===== config.mk =====
export PLATFORM = sky130hd
export DESIGN_NAME = irq_hold_ctrl
export DESIGN_NICKNAME = d
export VERILOG_FILES = /design/src/pkg/irq_hold_pkg.sv /design/src/design/irq_hold_ctrl.sv
export VERILOG_INCLUDE_DIRS = /design/src /design/src/pkg
export SDC_FILE = /design/constraint.sdc
export NUM_CORES = 1
export LEC_CHECK = 0
export ABC_AREA = 1
export BUFFER_PORTS_ARGS = -buffer_cell sky130_fd_sc_hd__clkbuf_2
export CELL_PAD_IN_SITES_DETAIL_PLACEMENT = 0
export CELL_PAD_IN_SITES_GLOBAL_PLACEMENT = 1
export CORE_ASPECT_RATIO = 1.25
export CORE_MARGIN = 8
export CORE_UTILIZATION = 30
export CTS_CLUSTER_SIZE = 24
export DETAILED_ROUTE_END_ITERATION = 8
export PLACE_DENSITY_LB_ADDON = 0.1
export SYNTH_ARGS = -nofsm -noshare
export SYNTH_HDL_FRONTEND = slang
export SYNTH_SLANG_ARGS = --single-unit

===== constraint.sdc =====
create_clock -name core_clk -period 2 [get_ports core_clk]
set_input_delay 0.1 -clock core_clk [delete_from_list [all_inputs] [get_ports core_clk]]
set_output_delay 0.1 -clock core_clk [all_outputs]
set_load 0.01 [all_outputs]

===== src/pkg/irq_hold_defines.svh =====
// Purpose: Offsets, field positions, reset values for the interrupt and bus-hold block
// Assumes: AHB-Lite word registers, 16 data bits in the low half
// Notes: Definitions only
`ifndef IRQ_HOLD_DEFINES_SVH
`define IRQ_HOLD_DEFINES_SVH

// ----------------------------------------------------------------
// Register byte offsets
// ----------------------------------------------------------------
`define OFS_PENDING 12'h000
`define OFS_MASK 12'h004
`define OFS_STATUS0 12'h008
`define OFS_EXTCTL 12'h00c
`define OFS_CORE 12'h010
`define OFS_SWIRQ 12'h014

// ----------------------------------------------------------------
// Field positions
// ----------------------------------------------------------------
`define ST0_GDIS_BIT 9
`define EXT_MODE_BIT 4
`define EXT_PARK_SEL_BIT 0
`define EXT_B_MASK_BIT 1
`define EXT_C_MASK_BIT 2
`define EXT_B_FLAG_BIT 5
`define EXT_C_FLAG_BIT 6
`define CORE_SLEEP_BIT 0
`define CORE_NMI_BIT 1
`define SRC_LINE_A 0
`define SRC_LINE_BC 1
`define SRC_PERIPH_LO 2

// ----------------------------------------------------------------
// Reset values and vector base
// ----------------------------------------------------------------
`define RST_PENDING 16'h0000
`define RST_MASK 16'h0000
`define RST_STATUS0 16'h0200
`define RST_EXTCTL 16'h0000
`define VEC_BASE 16'h0002

`endif


===== src/pkg/irq_hold_pkg.sv =====
// Purpose: Types for the interrupt and bus-hold block
// Assumes: Nothing beyond SystemVerilog
// Notes: Constants live in the defines header
package irq_hold_pkg;

   typedef enum logic [1:0] {
      ACK_IDLE = 2'b00,
      ACK_FETCH = 2'b01,
      PARK_WAIT = 2'b10,
      PARK_HELD = 2'b11
   } seq_state_t;

endpackage : irq_hold_pkg


===== src/design/irq_hold_ctrl.sv =====
// Purpose: Interrupt pending/mask logic, acknowledge and bus-hold grant
// Assumes: One clock, pins synchronised here, AHB-Lite register slave
// Notes: Core handshake is vecTake pulse in, irqReq/vecAddr/irqAckOut_n out
`include "irq_hold_defines.svh"

module irq_hold_ctrl
   import irq_hold_pkg::*;
(
   // Clock and reset
   input wire logic core_clk,
   input wire logic rstn,
   // AHB-Lite slave
   input wire logic hsel,
   input wire logic [11:0] haddr,
   input wire logic [1:0] htrans,
   input wire logic hwrite,
   input wire logic [2:0] hsize,
   input wire logic [31:0] hwdata,
   input wire logic hready,
   output logic [31:0] hrdata,
   output logic hreadyout,
   output logic hresp,
   // External pins
   input wire logic sharedParkIrqPin_n,
   input wire logic extIrqLineB_n,
   input wire logic extIrqLineC_n,
   input wire logic nmiPin_n,
   // On-chip peripherals, level requests
   input wire logic [13:0] periphIrq,
   // Core side
   input wire logic vecTake,
   input wire logic sleepExit,
   output logic irqReq,
   output logic [15:0] vecAddr,
   output logic irqAckOut_n,
   output logic busParkGrant_n,
   output logic busDriveEn
);

   // ----------------------------------------------------------------
   // Pin synchronisers
   // ----------------------------------------------------------------
   logic [3:0] pinMeta_r, pinSync_r, pinPrev_r;
   logic [3:0] pinMeta_nxt, pinSync_nxt, pinPrev_nxt;

   always_comb begin
      pinMeta_nxt = {nmiPin_n, extIrqLineC_n, extIrqLineB_n, sharedParkIrqPin_n};
      pinSync_nxt = pinMeta_r;
      pinPrev_nxt = pinSync_r;
   end

   always_ff @(posedge core_clk or negedge rstn) begin
      if (!rstn) begin
         pinMeta_r <= 4'hf;
         pinSync_r <= 4'hf;
         pinPrev_r <= 4'hf;
      end else begin
         pinMeta_r <= pinMeta_nxt;
         pinSync_r <= pinSync_nxt;
         pinPrev_r <= pinPrev_nxt;
      end
   end

   // ----------------------------------------------------------------
   // Bus slave
   // ----------------------------------------------------------------
   logic wrPend_r, wrPend_nxt;
   logic [11:0] wrAddr_r, wrAddr_nxt;
   logic [31:0] hrdata_r, hrdata_nxt;
   logic [15:0] pending_r, pending_nxt;
   logic [15:0] mask_r, mask_nxt;
   logic [15:0] status0_r, status0_nxt;
   logic [15:0] extCtl_r, extCtl_nxt;
   logic sleep_r, sleep_nxt;
   logic [15:0] swIrq;
   logic swNmi;
   logic seqBusy;
   logic addrPhase;

   assign addrPhase = hsel && hready && htrans[1];
   assign hreadyout = 1'b1;
   assign hresp = 1'b0;
   assign hrdata = hrdata_r;

   always_comb begin
      wrPend_nxt = addrPhase && hwrite;
      wrAddr_nxt = addrPhase ? haddr : wrAddr_r;
      hrdata_nxt = hrdata_r;
      if (addrPhase && !hwrite) begin
         unique case (haddr)
            `OFS_PENDING: hrdata_nxt = {16'h0000, pending_r};
            `OFS_MASK: hrdata_nxt = {16'h0000, mask_r};
            `OFS_STATUS0: hrdata_nxt = {16'h0000, status0_r};
            `OFS_EXTCTL: hrdata_nxt = {16'h0000, extCtl_r};
            `OFS_CORE: hrdata_nxt = {30'h0, seqBusy, sleep_r};
            default: hrdata_nxt = 32'h0000_0000;
         endcase
      end
   end

   always_ff @(posedge core_clk or negedge rstn) begin
      if (!rstn) begin
         wrPend_r <= 1'b0;
         wrAddr_r <= 12'h000;
         hrdata_r <= 32'h0000_0000;
      end else begin
         wrPend_r <= wrPend_nxt;
         wrAddr_r <= wrAddr_nxt;
         hrdata_r <= hrdata_nxt;
      end
   end

   logic wrPending, wrMask, wrSt0, wrExt, wrCore, wrSw;
   assign wrPending = wrPend_r && (wrAddr_r == `OFS_PENDING);
   assign wrMask = wrPend_r && (wrAddr_r == `OFS_MASK);
   assign wrSt0 = wrPend_r && (wrAddr_r == `OFS_STATUS0);
   assign wrExt = wrPend_r && (wrAddr_r == `OFS_EXTCTL);
   assign wrCore = wrPend_r && (wrAddr_r == `OFS_CORE);
   assign wrSw = wrPend_r && (wrAddr_r == `OFS_SWIRQ);
   assign swIrq = wrSw ? hwdata[15:0] : 16'h0000;
   assign swNmi = wrCore && hwdata[`CORE_NMI_BIT];

   // ----------------------------------------------------------------
   // Edge detection and event capture
   // ----------------------------------------------------------------
   logic fallA, riseA, evA, fallB, fallC, fallNmi;
   logic parkMode, gEnable;
   logic [15:0] events, enabled;

   always_comb begin
      parkMode = extCtl_r[`EXT_PARK_SEL_BIT];
      fallA = pinPrev_r[0] && !pinSync_r[0];
      riseA = !pinPrev_r[0] && pinSync_r[0];
      evA = fallA || (extCtl_r[`EXT_MODE_BIT] && riseA);
      fallB = pinPrev_r[1] && !pinSync_r[1];
      fallC = pinPrev_r[2] && !pinSync_r[2];
      fallNmi = pinPrev_r[3] && !pinSync_r[3];
      events = swIrq;
      events[`SRC_LINE_A] = swIrq[`SRC_LINE_A] || evA;
      // Edge, not flag level: a standing flag would re-pend after each take
      events[`SRC_LINE_BC] = swIrq[`SRC_LINE_BC]
         || (fallB && !extCtl_r[`EXT_B_MASK_BIT])
         || (fallC && !extCtl_r[`EXT_C_MASK_BIT]);
      events[15:`SRC_PERIPH_LO] = swIrq[15:`SRC_PERIPH_LO] | periphIrq;
      gEnable = !status0_r[`ST0_GDIS_BIT];
      enabled = pending_r & mask_r & {16{gEnable}};
   end

   // ----------------------------------------------------------------
   // Priority and vector sequence
   // ----------------------------------------------------------------
   seq_state_t state_r, state_nxt;
   logic nmiPend_r, nmiPend_nxt;
   logic [4:0] winner;
   logic [4:0] presIdx_r, presIdx_nxt;
   logic [15:0] vecAddr_nxt;
   logic irqReq_nxt, ack_nxt, grant_nxt, drive_nxt;
   logic irqReq_r, ack_r, grant_r, drive_r;
   logic [15:0] vecAddr_r;
   logic [15:0] takeClr;

   assign seqBusy = (state_r != ACK_IDLE);

   always_comb begin
      winner = 5'd16;
      for (int i = 15; i >= 0; i--) begin
         if (enabled[i]) begin
            winner = 5'(i);
         end
      end
   end

   always_comb begin
      state_nxt = state_r;
      nmiPend_nxt = nmiPend_r || fallNmi || swNmi;
      takeClr = 16'h0000;
      irqReq_nxt = 1'b0;
      ack_nxt = 1'b1;
      vecAddr_nxt = vecAddr_r;
      presIdx_nxt = presIdx_r;
      grant_nxt = grant_r;
      drive_nxt = drive_r;
      sleep_nxt = sleep_r;
      if (wrCore && hwdata[`CORE_SLEEP_BIT]) begin
         sleep_nxt = 1'b1;
      end
      unique case (state_r)
         ACK_IDLE: begin
            if (nmiPend_r) begin
               irqReq_nxt = 1'b1;
               vecAddr_nxt = 16'h0000;
               presIdx_nxt = 5'd16;
            end else if (winner != 5'd16) begin
               irqReq_nxt = 1'b1;
               vecAddr_nxt = `VEC_BASE + {10'h000, winner, 1'b0};
               presIdx_nxt = winner;
            end
            // Take what was presented, not what won this cycle
            if (irqReq_r && vecTake) begin
               state_nxt = ACK_FETCH;
               ack_nxt = 1'b0;
               irqReq_nxt = 1'b0;
               vecAddr_nxt = vecAddr_r;
               presIdx_nxt = presIdx_r;
               if (presIdx_r == 5'd16) begin
                  nmiPend_nxt = fallNmi || swNmi;
               end else begin
                  takeClr[presIdx_r[3:0]] = 1'b1;
               end
            end
         end
         ACK_FETCH: begin
            // Hold route needs the line-A routine to reach sleep
            if (parkMode && presIdx_r == 5'(`SRC_LINE_A)) begin
               state_nxt = PARK_WAIT;
            end else begin
               state_nxt = ACK_IDLE;
            end
         end
         PARK_WAIT: begin
            if (sleep_r && !pinSync_r[0]) begin
               grant_nxt = 1'b0;
               drive_nxt = 1'b0;
               state_nxt = PARK_HELD;
            end else if (pinSync_r[0] || sleepExit) begin
               state_nxt = ACK_IDLE;
            end
         end
         PARK_HELD: begin
            // Master owns the bus until it releases the pin, NMI arrives or the core exits sleep
            if (pinSync_r[0] || nmiPend_r || sleepExit) begin
               grant_nxt = 1'b1;
               drive_nxt = 1'b1;
               sleep_nxt = 1'b0;
               state_nxt = ACK_IDLE;
            end
         end
      endcase
      if (sleepExit) begin
         sleep_nxt = 1'b0;
      end
   end

   // ----------------------------------------------------------------
   // Register file next values
   // ----------------------------------------------------------------
   always_comb begin
      pending_nxt = pending_r & ~takeClr;
      if (wrPending) begin
         pending_nxt = pending_nxt & ~hwdata[15:0];
      end
      pending_nxt = pending_nxt | events; // set wins over clear
      mask_nxt = wrMask ? hwdata[15:0] : mask_r;
      status0_nxt = wrSt0 ? hwdata[15:0] : status0_r;
      extCtl_nxt = extCtl_r;
      if (wrExt) begin
         extCtl_nxt = hwdata[15:0] & ~16'h0060;
         extCtl_nxt[`EXT_B_FLAG_BIT] = extCtl_r[`EXT_B_FLAG_BIT] & ~hwdata[`EXT_B_FLAG_BIT];
         extCtl_nxt[`EXT_C_FLAG_BIT] = extCtl_r[`EXT_C_FLAG_BIT] & ~hwdata[`EXT_C_FLAG_BIT];
      end
      if (fallB) begin
         extCtl_nxt[`EXT_B_FLAG_BIT] = 1'b1;
      end
      if (fallC) begin
         extCtl_nxt[`EXT_C_FLAG_BIT] = 1'b1;
      end
   end

   always_ff @(posedge core_clk or negedge rstn) begin
      if (!rstn) begin
         pending_r <= `RST_PENDING;
         mask_r <= `RST_MASK;
         status0_r <= `RST_STATUS0;
         extCtl_r <= `RST_EXTCTL;
         sleep_r <= 1'b0;
         state_r <= ACK_IDLE;
         nmiPend_r <= 1'b0;
         irqReq_r <= 1'b0;
         ack_r <= 1'b1;
         vecAddr_r <= 16'h0000;
         presIdx_r <= 5'd0;
         grant_r <= 1'b1;
         drive_r <= 1'b1;
      end else begin
         pending_r <= pending_nxt;
         mask_r <= mask_nxt;
         status0_r <= status0_nxt;
         extCtl_r <= extCtl_nxt;
         sleep_r <= sleep_nxt;
         state_r <= state_nxt;
         nmiPend_r <= nmiPend_nxt;
         irqReq_r <= irqReq_nxt;
         ack_r <= ack_nxt;
         vecAddr_r <= vecAddr_nxt;
         presIdx_r <= presIdx_nxt;
         grant_r <= grant_nxt;
         drive_r <= drive_nxt;
      end
   end

   assign irqReq = irqReq_r;
   assign irqAckOut_n = ack_r;
   assign vecAddr = vecAddr_r;
   assign busParkGrant_n = grant_r;
   assign busDriveEn = drive_r;

endmodule : irq_hold_ctrl


==> results.tsv <==
metric	value	unit
wl_per_cell	16.2	um
die_height	177	um
ys_seq_elements	123	
placed_area	7220	sq um
path_clk_slew	0.06	ns
viasPerCell	4.59	
end_kind	flop	
grt_max_degree	55	
multi_input_area	2440	sq um
grt_pass1_wl	30800	um
max_slew_margin	63.2	%
gp_congestion	0.860	
fp.coreArea	20500	sq um
fmax	0.443	GHz
setup_violations	12	
dp_hpwl	14200	um
drt_wl_total	19300	um
power	7210	uW
max-cap-violations	0	
sequentialPowerShare	39.1	%
rr_worst_depth	13	
final_util	40.1	%
worst_ep_arrival_time	2.57	ns
post-synth-top-area-cell	dfrtp_1	
first_pass_iters	4	
p_int	5060	uW
netSwitchingPower	2140	uW
min_to	mask_r[14]	
start_util	30.2	%
track_usage	16.0	%
min_period	2.26	ns
startpoint_type	flop	
r2r_end	vecAddr[5]	
h-tree-depth	4	
power_density	875	nW/um^2
ys_async_sr_fraction	100	%
drv_slew	0	
fin_skew	0.0116	ns
vias	5470	
fill_cells	2188	
drtIter0Drc	343	
hold_slack	0.0152	ns
met1_usage	19.8	%
min_path_type	in2reg	
drc	0	
port-buffer-count	79	
rsz0062_at_grt	true	
insertion_delay	0.43	ns
yosysWarnings	0	
peakVddDrop	0.558	mV
clock_path_buffers	2	
swShare	29.7	%
status	finished, violations left	
pwr-share-clk	43.7	%
min-delay-start	hwdata[14]	
p_comb_share	17.2	%
reg2reg_from	status0_r[9]	
ant_nets	0	
whs_path_depth	3	
grt_antenna_before_repair	0	
cts_root_buf	clkbuf_16	
finalHoldViolations	0	
synth_area_per_cell	8.47	sq um
grt_pass1_vias	5600	
postLayoutCellArea	8240	sq um
cts_tree	done	
fp.dieArea	25600	sq um
layout.area.seq	3100	sq um
cp_max_fo	5	
final_net_count	980	
netlist_area	6200	sq um
crit_required	2.32	ns
syn_inst	732	
grt_util_met2	27.1	%
synth_top_cell_area_share	43.6	%
rows	59	
ys_seq_area_share	49.9	%
ios	128	
violations	negative setup slack	
drive_above_1_share	26.0	%
n_antenna_cell	0	
clock_sinks	123	
netlist_top_cells_area	dfrtp_1, inv_1, nand2_1	
synth_edf_count	0	
timing.final.ws_setup	-0.258	ns
power.leakage	0.00439	uW
overflow	0	
numCtsBuffers	17	
dieWidth	145	um
synth.distinct_cells	42	
area_delta_synth_final	32.8	%
grtUsageMet3	3.00	%
place_ws	-0.267	ns
tightest_slew	0.551	ns
busiest_layer	met2	
post-route-period-util	113	%
synth_ff_type	dfrtp_1	
reg2reg_slack	-0.26	ns
worst-setup-path-type	reg2reg	
-- kinds of logic (layout without fill, tap and decap cells) --
kind of cell / Yosys count / in the layout / share of synthesized area, %
other cells: 2 / 28 / 0.121
flops: 123 / 123 / 49.9
xor+xnor: 1 / 1 / 0.141
fa+ha+maj: 2 / 2 / 0.403
simple gates: 264 / 264 / 20.8
buf+inv: 184 / 343 / 13.1
compound gates: 150 / 150 / 14.5
mux: 6 / 6 / 1.09
-- worst max-delay path, stage by stage (launching register included) --
cell and delay, ns:
dfstp_2 0.59, buf_4 0.17, nor3_2 0.06, nor2_2 0.12, inv_1 0.06, o21ai_0 0.17
nand2_1 0.09, nand2_1 0.07, nand2_1 0.12, ha_4 0.20, nand3_4 0.06, nand2_4 0.08
buf_4 0.15, a22o_1 0.21
-- layout make-up --
| class | count | share of cell area, % |
|---|---|---|
| timing repair buffer | 176 | 15.1 |
| tap | 274 | 4.16 |
| inverter | 135 | 6.21 |
| sequential | 123 | 37.6 |
| clock buffer | 18 | 5.33 |
| multi-input combinational | 451 | 29.6 |
| clock inverter | 14 | 1.96 |
-- power groups by stage --
| stage | Sequential, uW | Clock [uW] | Combinational [uW] |
|---|---|---|---|
| floorplan | 2850 | 0 | 641 |
| global placement | 2860 | 0 | 1110 |
| detailed placement | 2860 | 0 | 1130 |
| CTS | 2820 | 3230 | 1190 |
| global route | 2840 | 3340 | 1380 |
| finish | 2820 | 3150 | 1240 |
-- cells in the mapped netlist, types with 2 or more instances --
cell / n
nand3_1: 25
inv_2: 5
nand4_1: 19
o221ai_1: 3
dfrtp_1: 108
clkbuf_1: 17
o21ai_0: 74
buf_4: 29
nor3_1: 19
o2111ai_1: 5
o21ai_1: 12
nor2_4: 2
nor2_1: 49
conb_1: 2
a21oi_1: 3
nand2_1: 122
nor2_2: 5
dfstp_2: 15
nand3_2: 4
nor4_1: 3
a22o_1: 2
ha_1: 2
inv_1: 130
nor4_4: 3
a31oi_1: 13
mux2_2: 6
buf_2: 2
o22ai_1: 14
nor3_2: 9
o211ai_1: 18
-- registers in the layout, indices dropped and copies added, names as in the netlist, 2 cells and up --
signal	cells
hrdata	16
extCtl_r	16
pinPrev_nxt	4
status0_r	16
pinMeta_r	4
vecAddr	6
wrAddr_r	12
mask_r	16
pending_r	16
presIdx_r	5
state_r	2
pinPrev_r	4
-- stage by stage --
| step | std cells | setup TNS, ns |
|---|---|---|
| 3_5_place_dp | 1121 | -2.60 |
| 4_1_cts | 1188 | -2.18 |
| 5_1_grt | 1191 | -4.65 |
| 2_1_floorplan | 758 | -0.701 |
| 6_report | 1191 | -2.34 |
| 3_3_place_gp | 1121 | -2.31 |
-- worst max-delay path by stage --
| stage | start | slack, ns | depth (start not counted) | to |
|---|---|---|---|---|
| after floorplan | status0_r[9] | -0.08 | 20 | vecAddr[3] |
| after global placement | status0_r[9] | -0.23 | 21 | vecAddr[2] |
| after detailed placement | status0_r[9] | -0.27 | 22 | presIdx_r[1] |
| after CTS | status0_r[9] | -0.23 | 14 | presIdx_r[0] |
| after global routing | status0_r[9] | -0.43 | 21 | presIdx_r[3] |
| final | status0_r[9] | -0.26 | 13 | vecAddr[5] |
-- placed cells by master (no fill, tap or decap), types with 4 or more instances in the layout --
master         synthesis  final
inv_2                  5      4
nand4_1               19     19
nor3_2                 9      9
nand3_1               25     25
buf_4                 29     62
clkbuf_16              0     17
nor2_2                 5      5
nand2_1              122    118
inv_6                  0      4
o211ai_1              18     18
dfrtp_1              108    108
o21ai_1               12     11
o2111ai_1              5      5
clkinv_4               0      5
mux2_2                 6      6
inv_1                130    129
clkbuf_2               0     78
o22ai_1               14     13
nor2_1                49     49
a31oi_1               13     13
conb_1                 2     28
nand2_2                1      4
dlygate4sd3_1          0     33
nor3_1                19     19
dfstp_2               15     15
o21ai_0               74     74
-- metal layers --
layer / share of wire, % / wire length, um
met1: 44 / 8410
met2: 51 / 9840
met3: 4.1 / 784
met4: 1.3 / 255
met5: 0 / 0
-- timing repair --
item | in CTS | in global routing
gates resized for setup | 2 | 9
setup buffers | 2 | 3
setup endpoints to repair | 12 | 13
hold buffers | 33 | 0
pin swaps | 3 | 5
endpoints found under the hold margin | 101 | 0
No activity file was read; power rests on OpenSTA's default activity.
